## config.mk

```make
export PLATFORM = sky130hd
export DESIGN_NAME = uh_host_attach
export DESIGN_NICKNAME = d
export VERILOG_FILES = /design/src/uh_pkg.sv /design/src/uh_host_attach.sv
export VERILOG_INCLUDE_DIRS = /design/src
export SDC_FILE = /design/constraint.sdc
export NUM_CORES = 2
export LEC_CHECK = 0
export BUFFER_PORTS_ARGS = -buffer_cell sky130_fd_sc_hd__buf_2
export CAP_MARGIN = 20
export CORE_ASPECT_RATIO = 0.7
export CORE_MARGIN = 2
export CORE_UTILIZATION = 25
export CTS_CLUSTER_SIZE = 14
export DETAILED_ROUTE_END_ITERATION = 16
export PLACE_DENSITY = 0.36
export SLEW_MARGIN = 40
export SYNTH_ARGS = -nofsm -noshare
export SYNTH_HDL_FRONTEND = slang
export SYNTH_SLANG_ARGS = --single-unit
export TNS_END_PERCENT = 30
```

## constraint.sdc

```tcl
create_clock -name clk -period 9.9 [get_ports clk]
set_input_delay 1.485 -clock clk [delete_from_list [all_inputs] [get_ports clk]]
set_output_delay 1.485 -clock clk [all_outputs]
set_load 0.05 [all_outputs]
```

## src/uh_defs.svh

```systemverilog
// constants for the usb host attach logic and endpoint data port
// assumes a 40 mhz clock and a 32-bit classic wishbone register bus
`ifndef UH_DEFS_SVH
`define UH_DEFS_SVH

// register byte offsets
`define UH_OFS_ENABLE 8'h00
`define UH_OFS_HCTRL 8'h04
`define UH_OFS_HOST_LINK_STATE_REG 8'h08
`define UH_OFS_HREQ 8'h0c
`define UH_OFS_FUNC 8'h10
`define UH_OFS_EPDATA 8'h14
`define UH_OFS_HERR 8'h18

// field positions
`define UH_B_USB_BLOCK_ENABLE 0
`define UH_B_HOST 0
`define UH_B_ATTACH_IRQ_ENABLE 1
`define UH_B_ATTACH 0
`define UH_B_SPEED 1
`define UH_B_SPEED_CLOCK_CHOICE 2
`define UH_B_HUBOK 3
`define UH_B_CNNREQ 0
`define UH_B_DISREQ 1
`define UH_B_FRST 0
`define UH_B_BFINI 1
`define UH_B_CRC 0
`define UH_B_TOG 1
`define UH_B_TMO 2
`define UH_F_HS_LO 4
`define UH_F_HS_HI 7

// byte lane selects on the data port
`define UH_SEL_HALF 4'b0011
`define UH_SEL_LOW 4'b0001
`define UH_SEL_HIGH 4'b0010

// handshake codes
`define UH_PID_ACK 4'h2
`define UH_PID_NONE 4'h0

// attach settle time and its cycle count at 40 mhz (least time, rounded up)
`define UH_ATT_NS 2500
`define UH_CLK_NS 25
`define UH_ATT_CYC ((`UH_ATT_NS + `UH_CLK_NS - 1) / `UH_CLK_NS)

// buffer geometry and settle counter width
`define UH_MAX_PKT 256
`define UH_WORDS (`UH_MAX_PKT / 2)
`define UH_WIDX_W 7
`define UH_CNT_W 8

`endif

```

## src/uh_pkg.sv

```systemverilog
// types shared by the usb host attach and data port logic
// assumes uh_defs.svh sits in the same folder
`include "uh_defs.svh"
`default_nettype none
package uh_pkg;

    typedef struct packed {
        logic cyc;
        logic stb;
        logic we;
        logic [7:0] adr;
        logic [3:0] sel;
        logic [31:0] dat;
    } uh_wb_req_s;

    typedef struct packed {
        logic ack;
        logic [31:0] dat;
    } uh_wb_rsp_s;

    // events from the packet engine, same clock
    typedef struct packed {
        logic rx_data_ok;
        logic tx_data_done;
        logic hs_valid;
        logic [3:0] hs_pid;
        logic crc_err;
        logic toggle_err;
        logic timeout;
    } uh_link_ev_s;

    typedef struct packed {
        logic send;
        logic [3:0] pid;
    } uh_hs_s;

    typedef enum logic [1:0] {
        UH_DET_IDLE = 2'b00,
        UH_DET_WAIT = 2'b01,
        UH_DET_ON = 2'b10,
        UH_DET_OFF = 2'b11
    } uh_det_e;

    typedef logic [`UH_WORDS-1:0][15:0] uh_mem_t;

    typedef struct packed {
        logic [1:0] pin_s1;
        logic [1:0] pin_s2;
        uh_det_e det;
        logic [`UH_CNT_W-1:0] cnt;
        logic usb_en;
        logic host_role;
        logic cnn_ire;
        logic clk_sel;
        logic func_rst;
        logic bfini;
        logic attached;
        logic speed_fs;
        logic cnn_req;
        logic dis_req;
        logic crc_e;
        logic tog_e;
        logic tmo_e;
        logic wait_hs;
        logic [3:0] hs_last;
        logic [`UH_WIDX_W-1:0] widx;
        logic phase;
        uh_mem_t mem;
        uh_wb_rsp_s rsp;
        logic irq;
        uh_hs_s hs;
        logic hub_ok;
    } uh_state_s;

endpackage
`default_nettype wire

```

## src/uh_host_attach.sv

```systemverilog
// usb host attach detection, link status and endpoint buffer data port
// assumes a wishbone classic master, async d+/d- pins, a packet engine on clk
//
// Added by the designer: the register addresses and the Wishbone slave port.
`include "uh_defs.svh"
`default_nettype none
module uh_host_attach (
    input wire logic clk, // 40 mhz base clock
    input wire logic srst, // synchronous reset, active high
    input wire uh_pkg::uh_wb_req_s wb_req, // wishbone request
    output var uh_pkg::uh_wb_rsp_s wb_rsp, // wishbone ack and read data
    input wire logic dp_in, // d+ line level, async
    input wire logic dm_in, // d- line level, async
    input wire uh_pkg::uh_link_ev_s link_ev, // packet engine events
    output var uh_pkg::uh_hs_s hs_out, // handshake to send
    output logic attach_irq, // attach interrupt, level
    output logic usb_enable, // block enable
    output logic host_role, // host role selected
    output logic speed_clock_choice, // clock select for speed
    output logic hub_ok // hub tier allowed
);
    import uh_pkg::*;

    uh_state_s st_reg;
    uh_state_s st_next;

    logic present;
    logic acc;
    logic wr;
    logic [31:0] rdat;
    logic [15:0] word;
    logic [15:0] wdat;

    // register addressing and read mux
    always_comb begin
        present = st_reg.pin_s2[0] | st_reg.pin_s2[1];
        acc = wb_req.cyc & wb_req.stb & ~st_reg.rsp.ack;
        wr = acc & wb_req.we;
        word = st_reg.mem[st_reg.widx];
        rdat = 32'h0000_0000;
        unique case (wb_req.adr)
            `UH_OFS_ENABLE: rdat[`UH_B_USB_BLOCK_ENABLE] = st_reg.usb_en;
            `UH_OFS_HCTRL: begin
                rdat[`UH_B_HOST] = st_reg.host_role;
                rdat[`UH_B_ATTACH_IRQ_ENABLE] = st_reg.cnn_ire;
            end
            `UH_OFS_HOST_LINK_STATE_REG: begin
                rdat[`UH_B_ATTACH] = st_reg.attached;
                rdat[`UH_B_SPEED] = st_reg.speed_fs;
                rdat[`UH_B_SPEED_CLOCK_CHOICE] = st_reg.clk_sel;
                rdat[`UH_B_HUBOK] = st_reg.hub_ok;
            end
            `UH_OFS_HREQ: begin
                rdat[`UH_B_CNNREQ] = st_reg.cnn_req;
                rdat[`UH_B_DISREQ] = st_reg.dis_req;
            end
            `UH_OFS_FUNC: begin
                rdat[`UH_B_FRST] = st_reg.func_rst;
                rdat[`UH_B_BFINI] = st_reg.bfini;
            end
            `UH_OFS_EPDATA: begin
                // lanes not selected read as zero
                if (wb_req.sel == `UH_SEL_HALF) begin
                    rdat[15:0] = word;
                end else if (wb_req.sel == `UH_SEL_LOW) begin
                    rdat[7:0] = word[7:0];
                end else if (wb_req.sel == `UH_SEL_HIGH) begin
                    rdat[15:8] = word[15:8];
                end
            end
            `UH_OFS_HERR: begin
                rdat[`UH_B_CRC] = st_reg.crc_e;
                rdat[`UH_B_TOG] = st_reg.tog_e;
                rdat[`UH_B_TMO] = st_reg.tmo_e;
                rdat[`UH_F_HS_HI:`UH_F_HS_LO] = st_reg.hs_last;
            end
            default: rdat = 32'h0000_0000;
        endcase
    end

    // next state: bus writes first, hardware sets afterwards so sets win
    always_comb begin
        st_next = st_reg;
        wdat = 16'h0000;
        st_next.pin_s1 = {dm_in, dp_in};
        st_next.pin_s2 = st_reg.pin_s1;
        st_next.rsp.ack = acc;
        st_next.rsp.dat = acc ? rdat : 32'h0000_0000;
        st_next.hs.send = 1'b0;

        if (wr) begin
            unique case (wb_req.adr)
                `UH_OFS_ENABLE: st_next.usb_en = wb_req.dat[`UH_B_USB_BLOCK_ENABLE];
                `UH_OFS_HCTRL: begin
                    st_next.host_role = wb_req.dat[`UH_B_HOST];
                    st_next.cnn_ire = wb_req.dat[`UH_B_ATTACH_IRQ_ENABLE];
                end
                `UH_OFS_HOST_LINK_STATE_REG: st_next.clk_sel = wb_req.dat[`UH_B_SPEED_CLOCK_CHOICE];
                `UH_OFS_HREQ: begin
                    // writing one is ignored, zero clears
                    if (!wb_req.dat[`UH_B_CNNREQ]) begin
                        st_next.cnn_req = 1'b0;
                    end
                    if (!wb_req.dat[`UH_B_DISREQ]) begin
                        st_next.dis_req = 1'b0;
                    end
                end
                `UH_OFS_FUNC: begin
                    st_next.func_rst = wb_req.dat[`UH_B_FRST];
                    // function reset forces buffer init on as well
                    st_next.bfini = wb_req.dat[`UH_B_BFINI] | wb_req.dat[`UH_B_FRST];
                end
                `UH_OFS_HERR: begin
                    if (!wb_req.dat[`UH_B_CRC]) begin
                        st_next.crc_e = 1'b0;
                    end
                    if (!wb_req.dat[`UH_B_TOG]) begin
                        st_next.tog_e = 1'b0;
                    end
                    if (!wb_req.dat[`UH_B_TMO]) begin
                        st_next.tmo_e = 1'b0;
                    end
                end
                default: st_next.usb_en = st_reg.usb_en;
            endcase
        end

        // data port: half-word and high-byte accesses advance the buffer, so each must be taken once
        if (acc && wb_req.adr == `UH_OFS_EPDATA) begin
            wdat = st_reg.mem[st_reg.widx];
            if (wb_req.sel == `UH_SEL_HALF) begin
                wdat = wb_req.dat[15:0];
                st_next.widx = st_reg.widx + 1'b1;
                st_next.phase = 1'b0;
            end else if (wb_req.sel == `UH_SEL_LOW) begin
                wdat[7:0] = wb_req.dat[7:0];
                st_next.phase = 1'b1;
            end else if (wb_req.sel == `UH_SEL_HIGH) begin
                wdat[15:8] = wb_req.dat[15:8];
                st_next.widx = st_reg.widx + 1'b1;
                st_next.phase = 1'b0;
            end
            if (wb_req.we) begin
                st_next.mem[st_reg.widx] = wdat;
            end
        end

        // buffer init holds the port at word zero, low byte
        if (st_next.bfini) begin
            st_next.widx = '0;
            st_next.phase = 1'b0;
        end

        // attach and detach detection, independent of the host role
        unique case (st_reg.det)
            UH_DET_IDLE: begin
                st_next.cnt = '0;
                if (present) begin
                    st_next.det = UH_DET_WAIT;
                end
            end
            UH_DET_WAIT: begin
                st_next.cnt = st_reg.cnt + 1'b1;
                if (!present) begin
                    st_next.det = UH_DET_IDLE;
                end else if (st_reg.cnt == `UH_CNT_W'(`UH_ATT_CYC - 1)) begin
                    st_next.det = UH_DET_ON;
                    st_next.attached = 1'b1;
                    st_next.speed_fs = st_reg.pin_s2[0];
                    st_next.cnn_req = 1'b1;
                end
            end
            UH_DET_ON: begin
                st_next.cnt = '0;
                if (!present) begin
                    st_next.det = UH_DET_OFF;
                end
            end
            UH_DET_OFF: begin
                // both lines low long enough means the device went away
                st_next.cnt = st_reg.cnt + 1'b1;
                if (present) begin
                    st_next.det = UH_DET_ON;
                end else if (st_reg.cnt == `UH_CNT_W'(`UH_ATT_CYC - 1)) begin
                    st_next.det = UH_DET_IDLE;
                    st_next.attached = 1'b0;
                    st_next.dis_req = 1'b1;
                end
            end
        endcase

        // handshake after in data: only ack, the host never stalls
        if (link_ev.rx_data_ok && st_reg.host_role) begin
            st_next.hs.send = 1'b1;
            st_next.hs.pid = `UH_PID_ACK;
        end
        // after out data the device handshake is captured and classified
        if (link_ev.tx_data_done) begin
            st_next.wait_hs = 1'b1;
            st_next.hs_last = `UH_PID_NONE;
        end
        if (st_reg.wait_hs && link_ev.hs_valid) begin
            st_next.wait_hs = 1'b0;
            st_next.hs_last = link_ev.hs_pid;
        end
        if (link_ev.timeout) begin
            st_next.wait_hs = 1'b0;
        end

        // error flags are sticky; a set beats a clear in the same cycle
        st_next.crc_e = st_next.crc_e | link_ev.crc_err;
        st_next.tog_e = st_next.tog_e | link_ev.toggle_err;
        st_next.tmo_e = st_next.tmo_e | link_ev.timeout;

        st_next.irq = st_next.cnn_req & st_next.cnn_ire;
        st_next.hub_ok = st_next.attached & st_next.speed_fs;
    end

    // single state register
    always_ff @(posedge clk) begin
        if (srst) begin
            st_reg <= '0;
            st_reg.bfini <= 1'b1;
            st_reg.det <= UH_DET_IDLE;
        end else begin
            st_reg <= st_next;
        end
    end

    // outputs straight from flops
    assign wb_rsp = st_reg.rsp;
    assign hs_out = st_reg.hs;
    assign attach_irq = st_reg.irq;
    assign usb_enable = st_reg.usb_en;
    assign host_role = st_reg.host_role;
    assign speed_clock_choice = st_reg.clk_sel;
    assign hub_ok = st_reg.hub_ok;
endmodule
`default_nettype wire

```

==> impl_metrics.env <==
export IMPL_drc=0
export IMPL_ys_types=91
export IMPL_ys_warnings_count=0
export IMPL_status="finished, final reports clean"
export IMPL_cp_data_required_time_ps=10700
export IMPL_cts_tree="built"
export IMPL_fin_skew_ps=52.8
export IMPL_r2r_start="st_reg[2089]"
export IMPL_placed_area_mm2=0.0953
export IMPL_hold_path_startpoint="st_next[2124]"
export IMPL_peakVddDrop_v=0.000149
export IMPL_ant_nets=0
export IMPL_drt_pass1_iterations=5
export IMPL_final_hold_violation_count=0
export IMPL_rows=185
export IMPL_ys_seq_elements=2108
export IMPL_clock_latency_ps=930
export IMPL_wire_per_inst_um=27.5
export IMPL_power_density_mw_per_mm2=171
export IMPL_clkTransAtPathRegs_ps=70
export IMPL_detailed_place_hpwl_mm=245
export IMPL_startpoint_type="flip-flop"
export IMPL_h_tree_depth=4
export IMPL_syn_inst=9789
export IMPL_p_leak_nw=31.0
export IMPL_setup_reg_to_reg_worst_slack_ps=3760
export IMPL_num_nets_final=9424
export IMPL_grt_pass1_wl_mm=558
export IMPL_end_kind="flip-flop"
export IMPL_final_util=0.284
export IMPL_r2r_cells=11
export IMPL_grt_max_degree=163
export IMPL_cts_root_buffer="clkbuf_16"
export IMPL_maxCapViolations=0
export IMPL_final_cell_mix="dfxtp_1, nor2_1, o21ai_0"
export IMPL_largest_register_ffs=2081
export IMPL_fillCellCount=37800
export IMPL_final_setup_worst_slack_ps=3760
export IMPL_setup_viol=0
export IMPL_drt_iter0_markers=7631
export IMPL_finalSetupTns_ps=0
export IMPL_die_width_um=726
export IMPL_routed_wl_mm=396
export IMPL_ios=104
export IMPL_start_util=0.251
export IMPL_core_mm2=0.363
export IMPL_dp_cells=14000
export IMPL_async_flop_share=0
export IMPL_track_usage=0.207
export IMPL_period_needed_ps=6140
export IMPL_post_cts_resized=0
export IMPL_fin_cells=14400
export IMPL_syn_area_per_cell_um2=9.31
export IMPL_drive_above_1_share=0.171
export IMPL_via_count=75900
export IMPL_grt_overflow_total=0
export IMPL_hold_worst_slack_ps=459
export IMPL_max_freq_ghz=0.163
export IMPL_drv_slew=0
export IMPL_rsz0062_at_grt="false"
export IMPL_place_gp_congestion=0.799
export IMPL_ys_seq_area_frac=0.463
export IMPL_antenna_found_initial=42
export IMPL_final_period_utilization=0.620
export IMPL_crit_type="reg2reg"
export IMPL_synth_ff_type="dfxtp_1"
export IMPL_cts_hold_repair_buffers=0
export IMPL_numPortBuffers=68
export IMPL_holdPathStages=1
export IMPL_whs_endpoint="st_reg[2124]"
export IMPL_power_mw=17.6
export IMPL_worst_pin_slew_ps=1000
export IMPL_slew_headroom=0.327
export IMPL_dp_slack_ps=3780
export IMPL_final_common_cell="dfxtp_1"
export IMPL_cts_buffers=232
export IMPL_critPathMaxFanout=51
export IMPL_syn_cell_area_mm2=0.0911
export IMPL_syn2layout_area_growth_pct=12.9
export IMPL_grt_pass1_vias=71000
export IMPL_clock_sinks=2108
export IMPL_design_area_mm2=0.103
export IMPL_crit_arrival_ps=6940
export IMPL_die_area_mm2=0.369
export IMPL_vias_per_cell=5.27
export IMPL_hold_path_class="reg2reg"
export IMPL_cts_buffer_depth=4
export IMPL_seqCellArea_mm2=0.0422
export IMPL_cts_setup_buffers=0
export IMPL_multiInputGateArea_mm2=0.0437
export IMPL_die_height_um=509
export IMPL_synth_edf_count=0
export IMPL_r2r_end="st_reg[846]"
==> cells in the mapped netlist, types with 124 or more instances <==
cell	instances	area, µm²
a211oi_1	652	4890
a211oi_2	412	5150
a21oi_1	156	781
a221oi_1	168	1470
a22oi_1	124	931
buf_4	132	991
buf_6	126	1420
clkbuf_1	674	2530
dfxtp_1	2108	42200
mux2_2	257	2890
mux2i_1	313	3130
nand2_1	301	1130
nand3_1	1060	5310
nor2_1	1301	4880
o21ai_0	1167	5840
==> cell families after synthesis <==
family / Yosys count / synth area share
AO/OA/AOI/OAI: 3091 / 0.248
AND/OR/NAND/NOR: 2825 / 0.136
flip-flops: 2108 / 0.463
buffers and inverters: 1098 / 0.0645
multiplexers: 651 / 0.0862
XOR/XNOR: 13 / 0.00125
adder cells (fa/ha/maj): 2 / 0.000275
other: 1 / 0.0000412
==> worst max-delay path by stage <==
stage	slack, ps	start	endpoint
final	3760	st_reg[2089]	st_reg[846]
after global placement	3230	st_reg[2090]	st_reg[411]
after detailed placement	3780	st_reg[2090]	st_reg[581]
after floorplan	6210	wb_req[40]	st_reg[325]
after global routing	3720	st_reg[2090]	st_reg[581]
after CTS	3760	st_reg[2090]	st_reg[581]
==> critical path, stage by stage (launching register included) <==
cell and delay (ps):
dfxtp_4 850, buf_12 370, and2_4 660, buf_12 400, a221oi_1 160, o21ai_0 500
a32oi_1 400, a21oi_1 760, mux2i_2 420, a211o_4 640, buf_4 390, o21ai_0 290
==> area by class of cell <==
| cell class | count | share of cell area |
|---|---|---|
| well taps | 4862 | 0.0591 |
| diodes | 10 | 0.000243 |
| inverters | 13 | 0.000766 |
| clock buffers | 350 | 0.0666 |
| clock inverters | 60 | 0.00519 |
| multi-input cells | 6601 | 0.424 |
| repair buffers | 405 | 0.0335 |
| flip-flops and latches | 2108 | 0.410 |
==> per-layer routing <==
layer | vias to the layer above | global-route usage | part of all wire | routed length [µm]
li1 | 35100 | - | - | -
met1 | 38100 | 0.324 | 0.52 | 204000
met2 | 2303 | 0.299 | 0.41 | 161000
met3 | 437 | 0.0262 | 0.057 | 22700
met4 | 2 | 0.0428 | 0.020 | 7870
met5 | - | 0 | 0.000025 | 10
==> power by group <==
| group | switching (mW) | leakage [nW] | internal, mW |
|---|---|---|---|
| Combinational | 0.297 | 10.4 | 0.0445 |
| Clock | 3.79 | 3.67 | 4.94 |
| Sequential | 0.00148 | 17.0 | 8.48 |
| Total | 4.09 | 31.0 | 13.5 |
(Power assumes the default switching activity.)
